### config.mk
export PLATFORM = sky130hd
export DESIGN_NAME = occ_core
export DESIGN_NICKNAME = d
export VERILOG_FILES = /design/src/shared/occ_pkg.sv /design/src/hdl/occ_core.sv
export SDC_FILE = /design/constraint.sdc
export NUM_CORES = 1
export LEC_CHECK = 0
export BUFFER_PORTS_ARGS = -buffer_cell sky130_fd_sc_hd__buf_2
export CAP_MARGIN = 20
export CORE_UTILIZATION = 35
export CTS_BUF_LIST = sky130_fd_sc_hd__clkbuf_4 sky130_fd_sc_hd__clkbuf_8 sky130_fd_sc_hd__clkbuf_16
export DETAILED_ROUTE_END_ITERATION = 16
export PLACE_DENSITY = 0.56
export SYNTH_ARGS = -nofsm -noshare
export SYNTH_HDL_FRONTEND = slang
export SYNTH_SLANG_ARGS = --single-unit
### constraint.sdc
create_clock -name core_clk -period 11.6 [get_ports core_clk]
set_input_delay 3.48 -clock core_clk [delete_from_list [all_inputs] [get_ports core_clk]]
set_output_delay 3.48 -clock core_clk [all_outputs]
set_load 0.02 [all_outputs]
### src/shared/occ_pkg.sv
// occ_pkg: register map, field layout and decode tables for the optical
// channel configuration block.
// assumes a byte-wide register port and a 50 MHz core clock.
package occ_pkg;

    ////////////////////////////////////////////////////////////////////////
    // register offsets (byte addresses on the register port)
    localparam logic [7:0] OFS_CFG_A    = 8'h0E;  // range, rate, pulse width
    localparam logic [7:0] OFS_CFG_B    = 8'h0F;  // averaging select
    localparam logic [7:0] OFS_THRESH   = 8'h10;  // presence threshold
    localparam logic [7:0] OFS_E1_AMP   = 8'h11;  // emitter 1 (infrared)
    localparam logic [7:0] OFS_E2_AMP   = 8'h12;  // emitter 2 (red)
    localparam logic [7:0] OFS_RANGE    = 8'h14;  // both emitter ranges
    localparam logic [7:0] OFS_PILOT    = 8'h15;  // pilot amplitude

    ////////////////////////////////////////////////////////////////////////
    // field positions and reset value
    localparam int CFGA_RANGE_LSB = 6;
    localparam int CFGA_RATE_LSB  = 2;
    localparam int CFGA_PW_LSB    = 0;
    localparam int RNG_E1_LSB     = 0;
    localparam int RNG_E2_LSB     = 2;
    localparam logic [7:0] RST_BYTE = 8'h00;

    ////////////////////////////////////////////////////////////////////////
    // sample-rate codes and caps
    localparam logic [3:0] RATE_ONE_TOP = 4'hA;  // last single-pulse code
    localparam logic [3:0] RATE_TWO_100 = 4'hF;  // two pulses, 100 sps
    localparam logic [3:0] RATE_TWO_84  = 4'hE;  // two pulses, 84 sps
    // single-pulse caps per pulse-width code, one emitter / two emitters
    localparam logic [3:0] CAP_ONE [4] = '{4'hA, 4'h9, 4'h8, 4'h8};
    localparam logic [3:0] CAP_TWO [4] = '{4'h9, 4'h7, 4'h7, 4'h6};
    // samples per second for each rate code
    localparam logic [11:0] RATE_SPS [16] = '{
        12'h00A, 12'h014, 12'h032, 12'h054, 12'h064, 12'h0C8,
        12'h190, 12'h320, 12'h3E8, 12'h640, 12'hC80,
        12'h00A, 12'h014, 12'h032, 12'h054, 12'h064};

    ////////////////////////////////////////////////////////////////////////
    // timing: pulse width in microseconds, converted to core clock cycles
    localparam int PW_US [4]      = '{50, 100, 200, 400};
    localparam int CLK_PERIOD_NS  = 20;
    localparam int NS_PER_US      = 1000;

    ////////////////////////////////////////////////////////////////////////
    // converter and averaging constants
    localparam logic [4:0] ADC_RES_BITS = 5'h13;  // 19 bits at every width
    localparam logic [2:0] AVG_LOG_MAX  = 3'h5;   // 32 samples
    localparam logic [7:0] THRESH_FULL  = 8'hFF;

    // presence detector states
    typedef enum logic [0:0] {
        PRX_WATCH = 1'b0,
        PRX_FOUND = 1'b1
    } occ_prx_t;

endpackage

### src/hdl/occ_core.sv
// occ_core: configuration registers and decode for the optical channel,
// with rate clamping, sample averaging and presence detection.
// assumes a serial front end that turns host transfers into one-cycle
// register strobes, and converter samples arriving one per cycle at most.
//
// Behaviour
// range code selects LSB 7.8125 to 62.5 pA
// codes 0-10 single pulse, 10 to 3200
// codes 11-15 two pulses, 10 to 100
// unsupported rate replaced by highest supportable
// readback returns the substituted rate code
// one emitter caps 3200/1600/1000/1000 per width
// two emitters cap lower; two pulses cap 100/84
// width codes give 50/100/200/400 microseconds
// integration equals pulse width, 19-bit resolution
// averaging codes 1..32, codes 6,7 mean 32
// average and decimate each channel separately
// threshold compared to top 8 count bits
// crossing threshold starts optical acquisition
// threshold 0xFF fires only on saturation
// emitter 1 current: amplitude times 0.2/0.4 mA
// emitter 2 current scaled the same way
// range 00 is 50 mA, 01 is 100 mA
// emitter 1 infrared, emitter 2 red
// presence mode uses pilot amplitude, own range
// unused bits read zero, writes ignored
// all fields reset to zero
`timescale 1ns/1ns
module occ_core #(
    parameter int DATA_W   = 19,
    parameter int CHANNELS = 4
) (
    // clock and reset
    input  wire logic              core_clk,
    input  wire logic              rst_n,
    // register port
    input  wire logic [7:0]        regAddr,
    input  wire logic              regWrEn,
    input  wire logic [7:0]        regWrData,
    input  wire logic              regRdEn,
    output logic      [7:0]        regRdData,
    // acquisition context
    input  wire logic              dualEmitter,
    input  wire logic              presenceMode,
    // infrared converter count
    input  wire logic              irValid,
    input  wire logic [DATA_W-1:0] irCount,
    // raw samples
    input  wire logic              smpValid,
    input  wire logic [1:0]        smpChan,
    input  wire logic [DATA_W-1:0] smpData,
    // decoded settings
    output logic      [3:0]        adcLsbScale,
    output logic      [11:0]       sampleRateSps,
    output logic      [1:0]        pulsesPerSample,
    output logic      [15:0]       pulseCycles,
    output logic      [15:0]       integCycles,
    output logic      [4:0]        adcResBits,
    output logic      [5:0]        avgCount,
    output logic      [9:0]        irDrive,
    output logic      [9:0]        redDrive,
    // presence events
    output logic                   presenceIrq,
    output logic                   acqStart,
    // averaged samples
    output logic                   avgValid,
    output logic      [1:0]        avgChan,
    output logic      [DATA_W-1:0] avgData
);

    ////////////////////////////////////////////////////////////////////////
    // register state
    logic [1:0] rangeQ;        // converter range code
    logic [3:0] rateQ;         // effective (clamped) rate code
    logic [1:0] pwQ;           // pulse width code
    logic [2:0] avgSelQ;       // averaging select
    logic [7:0] threshQ;       // presence threshold
    logic [7:0] e1AmpQ;        // emitter 1 amplitude
    logic [7:0] e2AmpQ;        // emitter 2 amplitude
    logic [3:0] rngQ;          // both emitter range codes
    logic [7:0] pilotQ;        // pilot amplitude
    logic       wrA;           // write strobe to config a

    assign wrA = regWrEn && (regAddr == occ_pkg::OFS_CFG_A);

    // highest supportable rate for a code, width and emitter count
    function automatic logic [3:0] clampRate(
        input logic [3:0] code,
        input logic [1:0] pw,
        input logic       dual);
        logic [3:0] cap;
        if (code <= occ_pkg::RATE_ONE_TOP) begin
            cap = dual ? occ_pkg::CAP_TWO[pw] : occ_pkg::CAP_ONE[pw];
        end else if (dual && (pw == 2'h3)) begin
            cap = occ_pkg::RATE_TWO_84;
        end else begin
            cap = occ_pkg::RATE_TWO_100;
        end
        return (code > cap) ? cap : code;
    endfunction

    ////////////////////////////////////////////////////////////////////////
    // config a: range and width stored, rate clamped on entry and whenever
    // the emitter count changes, so readback always shows the live rate
    always_ff @(posedge core_clk) begin
        if (!rst_n) begin
            rangeQ <= occ_pkg::RST_BYTE[1:0];
            pwQ    <= occ_pkg::RST_BYTE[1:0];
            rateQ  <= occ_pkg::RST_BYTE[3:0];
        end else if (wrA) begin
            rangeQ <= regWrData[occ_pkg::CFGA_RANGE_LSB +: 2];
            pwQ    <= regWrData[occ_pkg::CFGA_PW_LSB +: 2];
            rateQ  <= clampRate(regWrData[occ_pkg::CFGA_RATE_LSB +: 4],
                                regWrData[occ_pkg::CFGA_PW_LSB +: 2],
                                dualEmitter);
        end else begin
            // re-check against a changed emitter count
            rateQ  <= clampRate(rateQ, pwQ, dualEmitter);
        end
    end

    // remaining byte registers; unused bits are dropped on write
    always_ff @(posedge core_clk) begin
        if (!rst_n) begin
            avgSelQ <= occ_pkg::RST_BYTE[2:0];
            threshQ <= occ_pkg::RST_BYTE;
            e1AmpQ  <= occ_pkg::RST_BYTE;
            e2AmpQ  <= occ_pkg::RST_BYTE;
            rngQ    <= occ_pkg::RST_BYTE[3:0];
            pilotQ  <= occ_pkg::RST_BYTE;
        end else if (regWrEn) begin
            if (regAddr == occ_pkg::OFS_CFG_B) begin
                avgSelQ <= regWrData[2:0];
            end else if (regAddr == occ_pkg::OFS_THRESH) begin
                threshQ <= regWrData;
            end else if (regAddr == occ_pkg::OFS_E1_AMP) begin
                e1AmpQ  <= regWrData;
            end else if (regAddr == occ_pkg::OFS_E2_AMP) begin
                e2AmpQ  <= regWrData;
            end else if (regAddr == occ_pkg::OFS_RANGE) begin
                rngQ    <= regWrData[3:0];
            end else if (regAddr == occ_pkg::OFS_PILOT) begin
                pilotQ  <= regWrData;
            end
        end
    end

    ////////////////////////////////////////////////////////////////////////
    // readback: one cycle after the strobe; unmapped offsets read zero
    always_ff @(posedge core_clk) begin
        if (!rst_n) begin
            regRdData <= occ_pkg::RST_BYTE;
        end else if (regRdEn) begin
            if (regAddr == occ_pkg::OFS_CFG_A) begin
                regRdData <= {rangeQ, rateQ, pwQ};
            end else if (regAddr == occ_pkg::OFS_CFG_B) begin
                regRdData <= {5'h00, avgSelQ};
            end else if (regAddr == occ_pkg::OFS_THRESH) begin
                regRdData <= threshQ;
            end else if (regAddr == occ_pkg::OFS_E1_AMP) begin
                regRdData <= e1AmpQ;
            end else if (regAddr == occ_pkg::OFS_E2_AMP) begin
                regRdData <= e2AmpQ;
            end else if (regAddr == occ_pkg::OFS_RANGE) begin
                regRdData <= {4'h0, rngQ};
            end else if (regAddr == occ_pkg::OFS_PILOT) begin
                regRdData <= pilotQ;
            end else begin
                regRdData <= 8'h00;
            end
        end
    end

    ////////////////////////////////////////////////////////////////////////
    // converter and timing decode, registered for clean outputs
    logic [2:0] avgLog;   // log2 of averaged group size
    assign avgLog = (avgSelQ > occ_pkg::AVG_LOG_MAX) ? occ_pkg::AVG_LOG_MAX
                                                     : avgSelQ;

    always_ff @(posedge core_clk) begin
        if (!rst_n) begin
            adcLsbScale     <= 4'h1;
            sampleRateSps   <= occ_pkg::RATE_SPS[0];
            pulsesPerSample <= 2'h1;
            pulseCycles     <= 16'h0000;
            integCycles     <= 16'h0000;
            adcResBits      <= occ_pkg::ADC_RES_BITS;
            avgCount        <= 6'h01;
        end else begin
            // lsb weight in steps of 7.8125 pA, doubling per code
            adcLsbScale     <= 4'(4'h1 << rangeQ);
            sampleRateSps   <= occ_pkg::RATE_SPS[rateQ];
            pulsesPerSample <= (rateQ > occ_pkg::RATE_ONE_TOP) ? 2'h2
                                                               : 2'h1;
            pulseCycles     <= 16'(occ_pkg::PW_US[pwQ] * occ_pkg::NS_PER_US
                                   / occ_pkg::CLK_PERIOD_NS);
            // integration tracks the pulse, resolution is fixed
            integCycles     <= 16'(occ_pkg::PW_US[pwQ] * occ_pkg::NS_PER_US
                                   / occ_pkg::CLK_PERIOD_NS);
            adcResBits      <= occ_pkg::ADC_RES_BITS;
            avgCount        <= 6'(6'h01 << avgLog);
        end
    end

    ////////////////////////////////////////////////////////////////////////
    // emitter drive in 0.2 mA steps; the upper range doubles the step.
    // codes 10 and 11 are not allowed, so they drive nothing rather than
    // guess at a range the output stage does not have.
    function automatic logic [9:0] scaleDrive(
        input logic [7:0] amp,
        input logic [1:0] rng);
        if (rng == 2'h0) begin
            return {2'h0, amp};
        end else if (rng == 2'h1) begin
            return {1'b0, amp, 1'b0};
        end else begin
            return 10'h000;
        end
    endfunction

    // presence mode swaps in the pilot amplitude under each own range
    always_ff @(posedge core_clk) begin
        if (!rst_n) begin
            irDrive  <= 10'h000;
            redDrive <= 10'h000;
        end else begin
            irDrive  <= scaleDrive(presenceMode ? pilotQ : e1AmpQ,
                rngQ[occ_pkg::RNG_E1_LSB +: 2]);
            redDrive <= scaleDrive(presenceMode ? pilotQ : e2AmpQ,
                rngQ[occ_pkg::RNG_E2_LSB +: 2]);
        end
    end

    ////////////////////////////////////////////////////////////////////////
    // presence detect: fires once per presence phase, re-arms when the
    // mode drops, so a finger resting on the sensor is not reported twice
    occ_pkg::occ_prx_t prxQ;     // detector state
    logic              crossing; // count at or above threshold

    assign crossing = (threshQ == occ_pkg::THRESH_FULL)
                    ? (&irCount)
                    : (irCount[DATA_W-1 -: 8] >= threshQ);

    always_ff @(posedge core_clk) begin
        if (!rst_n) begin
            prxQ        <= occ_pkg::PRX_WATCH;
            presenceIrq <= 1'b0;
            acqStart    <= 1'b0;
        end else begin
            presenceIrq <= 1'b0;
            acqStart    <= 1'b0;
            case (prxQ)
                occ_pkg::PRX_WATCH: begin
                    if (presenceMode && irValid && crossing) begin
                        prxQ        <= occ_pkg::PRX_FOUND;
                        presenceIrq <= 1'b1;
                        acqStart    <= 1'b1;
                    end
                end
                default: begin
                    if (!presenceMode) begin
                        prxQ <= occ_pkg::PRX_WATCH;
                    end
                end
            endcase
        end
    end

    ////////////////////////////////////////////////////////////////////////
    // per-channel averaging: sums grow by five bits so 32 full-scale
    // samples never overflow; a shorter group setting closes a group early
    localparam int SUM_W = DATA_W + 5;
    logic [SUM_W-1:0] accQ [CHANNELS];  // running sums
    logic [4:0]       cntQ [CHANNELS];  // samples held per channel
    logic [SUM_W-1:0] selSum;           // sum including this sample
    logic [4:0]       lastIdx;          // index that closes a group
    logic             groupEnd;         // this sample closes its group

    assign selSum   = accQ[smpChan] + SUM_W'(smpData);
    assign lastIdx  = 5'((6'h01 << avgLog) - 6'h01);
    assign groupEnd = (cntQ[smpChan] >= lastIdx);

    for (genvar g = 0; g < CHANNELS; g++) begin : gAvg
        always_ff @(posedge core_clk) begin
            if (!rst_n) begin
                accQ[g] <= '0;
                cntQ[g] <= 5'h00;
            end else if (smpValid && (smpChan == 2'(g))) begin
                if (groupEnd) begin
                    accQ[g] <= '0;
                    cntQ[g] <= 5'h00;
                end else begin
                    accQ[g] <= selSum;
                    cntQ[g] <= cntQ[g] + 5'h01;
                end
            end
        end
    end

    // one decimated result per completed group
    always_ff @(posedge core_clk) begin
        if (!rst_n) begin
            avgValid <= 1'b0;
            avgChan  <= 2'h0;
            avgData  <= '0;
        end else begin
            avgValid <= smpValid && groupEnd;
            if (smpValid && groupEnd) begin
                avgChan <= smpChan;
                avgData <= DATA_W'(selSum >> avgLog);
            end
        end
    end
endmodule

==> impl_metrics.yaml <==
clocking:
  clock_sinks: 248
  postCtsSetupBuffers: 0
  cts-root-buf: "clkbuf_16"
  cts_buffers: 28
  max-clock-path-buffers: 3
  cts_resized: 0
  clock_latency_ps: 560
  clk_pin_slew_ps: 60
  tritoncts: "yes"
  h-tree-depth: 1
  hold_buffers: 0
die:
  io_pins: 177
  dieWidth_um: 202.8
  fp.coreArea_um2: 39730
  initial_utilization: 0.3552
  fp.dieH_um: 202.8
  die_area_um2: 41130
  num_rows: 73
synthesis:
  synth_edf_count: 116
  synth_commonest_cells: "240 x nor2_1, 135 x nand2_1, 132 x dfxtp_1"
  synth_warnings: 0
  synth_area_leaders: "edfxtp_1 25%, dfxtp_1 19%, ha_1 6.7%"
  synth-main-ff-cell: "dfxtp_1"
  synth.avg_cell_area_um2: 9.498
  ys_ff_latch: 248
  synthCells: 1486
  netlist.area_leader.share: 0.2468
  synth.most_common_cell: "nor2_1"
  post-synth-top-area-cell: "edfxtp_1"
  yosys.cell_types.count: 83
  ys_seq_area_frac: 0.4340
  syn_area_um2: 14110
  postSynth.asyncResetShare: 0
placed_design:
  place_hpwl_um: 28530
  gp_congestion: 0.8848
  numPortBuffers: 168
detailed_routing:
  highest_layer: "met5"
  ant_nets: 0
  wl_met1_um: 17600
  drcViolationCount: 0
  routed_via_density: 5.400
  drtPass1Iterations: 5
  wl_per_cell_um: 18.99
  wl_met3_um: 2314
  vias: 11580
  routed_wirelength_um: 40720
  drt_iter0_drc: 740
  wl_met2_um: 19930
grt:
  grt_pass1_wl_um: 63250
  antenna_found_initial: 3
  track_usage: 0.1944
  grt_max_degree: 74
  grt_pass1_vias: 11340
  grt-ovfl-total: 0
timing:
  tns_ps: 0
  period_needed_ps: 7371
  min_period_over_period: 0.6354
  max_slew_margin: 0.3314
  setup_viol: 0
  final_hold_viol_count: 0
  rsz0062_at_grt: "no"
  fmax_mhz: 135.7
  fin_skew_ps: 12.60
  worst_pin_slew_ps: 999.2
  maxSlewViolCount: 0
finish:
  nets: 1737
  drive_gt1_frac: 0.1904
  final_util: 0.4075
  area_growth_pct: 14.71
setup_path:
  critPathMaxFanout: 35
  crit_chain: "buf_2 -> buf_4 -> mux4_2 -> ha_1 -> inv_1 -> fa_1 -> nor2b_1 -> o21a_1 -> o21ai_1 -> a21oi_1 -> a2111oi_2 -> o31a_1 -> o21ai_0 -> xnor2_1 -> nor4_1 -> a2111o_1"
  slowest_stage: "mux4_2"
  cpPeakStageDelay_ps: 580
  crit_arrival_ps: 7820
  cp.required_ps: 12050
  startpoint_type: "input pin"
  crit_path_end_kind: "register"
  path_class: "in -> reg"
power:
  p_leak_nw: 6.577
  powerDensity_nw_per_um2: 138.1
  ir_worst_vdd_mv: 0.1093
status:
  run_status: "complete, no violations"
run:
  max_cap_violations: 0
min_path:
  hold_path_class: "reg -> reg"
sequential cells by signal, indices dropped and copies added (netlist names), 6 cells and up:
name           cells
avgData           19
avgCount           6
integCycles       12
e1AmpQ             8
e2AmpQ             8
threshQ            8
cntQ              20
regRdData          8
accQ              96
redDrive           9
pilotQ             8
sampleRateSps     11
irDrive            9
critical path, delay by kind of cell:
| kind | cells | cell delay, ps |
|---|---|---|
| AOI/OAI and AO/OA | 7 | 1920 |
| and+or+nand+nor | 2 | 170 |
| muxes | 1 | 580 |
| adders and majority gates | 2 | 400 |
| xor gates and xnor gates | 1 | 580 |
| buffers and inverters | 3 | 700 |
path summary, 6_finish.rpt:
path,from,to,slack (ps),cells after the start
setup reg to reg,pwQ[1],integCycles[0],6940,12
hold reg to reg,avgData[3],avgData[3],470,2
hold / removal,avgData[3],avgData[3],470,2
setup / recovery,smpChan[0],avgData[17],4230,16
metal layers:
layer  track usage  vias to the layer above
li1              -                     5547
met3       0.03499                       58
met2        0.3388                      314
met5             0                        -
met4       0.04860                        2
met1        0.2470                     5657
area by class of cell:
cell class	instances	area [µm²]
clock inverters	13	127.6
repair buffers	181	938.4
multi-input cells	1084	7307
clock buffers	39	832.0
well taps	525	656.9
diodes	1	2.502
fillers	3965	23540
flip-flops and latches	248	6126
inverters	53	198.9
metrics by stage:
stage | cell area [µm²] | std cells | power (mW) | hold WS (ps) | worst slack (ps)
after detailed placement | 15230 | 2091 | 1.337 | 451.6 | 3670
after global placement | 15230 | 2091 | 1.333 | 442.6 | 3703
after floorplan | 14140 | 1493 | 1.222 | 441.8 | 3689
after CTS | 16190 | 2143 | 2.252 | 467.9 | 4248
final | 16190 | 2144 | 2.236 | 467.0 | 4229
after global routing | 16190 | 2143 | 2.317 | 492.9 | 3888
cells by family (layout without fill, tap and decap cells):
kind of cell,count (synthesis),in the layout,share of synthesized area
AOI/OAI and AO/OA,324,324,0.1510
xor gates and xnor gates,32,32,0.01986
adders and majority gates,77,77,0.06879
buffers and inverters,161,286,0.05186
DFF,248,248,0.4340
muxes,99,99,0.1018
other,2,10,0.0005321
and+or+nand+nor,543,543,0.1722
placed cells by master (no fill, tap or decap), types with 5 or more instances in the layout:
cell type | netlist | layout
mux2i_1 | 49 | 49
a211o_1 | 6 | 6
nand2_2 | 1 | 5
nor3_1 | 22 | 22
a22oi_1 | 8 | 8
mux4_2 | 34 | 34
clkbuf_16 | 0 | 29
nor2b_1 | 17 | 17
buf_4 | 29 | 13
inv_1 | 51 | 50
nor2_1 | 240 | 240
o22ai_1 | 8 | 8
nor3b_1 | 7 | 7
xor2_1 | 22 | 22
and3_1 | 10 | 10
o211ai_1 | 10 | 10
dfxtp_1 | 132 | 132
ha_1 | 76 | 76
a21o_1 | 29 | 29
a31oi_1 | 19 | 19
a211oi_1 | 22 | 22
clkinv_2 | 0 | 7
nand2b_1 | 19 | 19
and2_1 | 9 | 9
clkbuf_8 | 0 | 5
a21oi_1 | 100 | 99
edfxtp_1 | 116 | 116
a41o_1 | 5 | 5
nand2_1 | 135 | 131
buf_2 | 9 | 168
clkbuf_4 | 0 | 5
o21ai_0 | 57 | 57
mux2_2 | 16 | 16
nand4_1 | 9 | 9
xnor2_1 | 10 | 10
or3_1 | 12 | 12
conb_1 | 2 | 9
nand3_1 | 39 | 38
report_power, final:
| group | internal [mW] | leakage [nW] | total, mW | switching, mW |
|---|---|---|---|---|
| logic | 0.119 | 3.80 | 0.351 | 0.232 |
| registers | 0.951 | 2.29 | 0.969 | 0.0180 |
| clock network | 0.545 | 0.486 | 0.915 | 0.370 |
| total | 1.62 | 6.58 | 2.24 | 0.620 |
(Power assumes the default switching activity.)
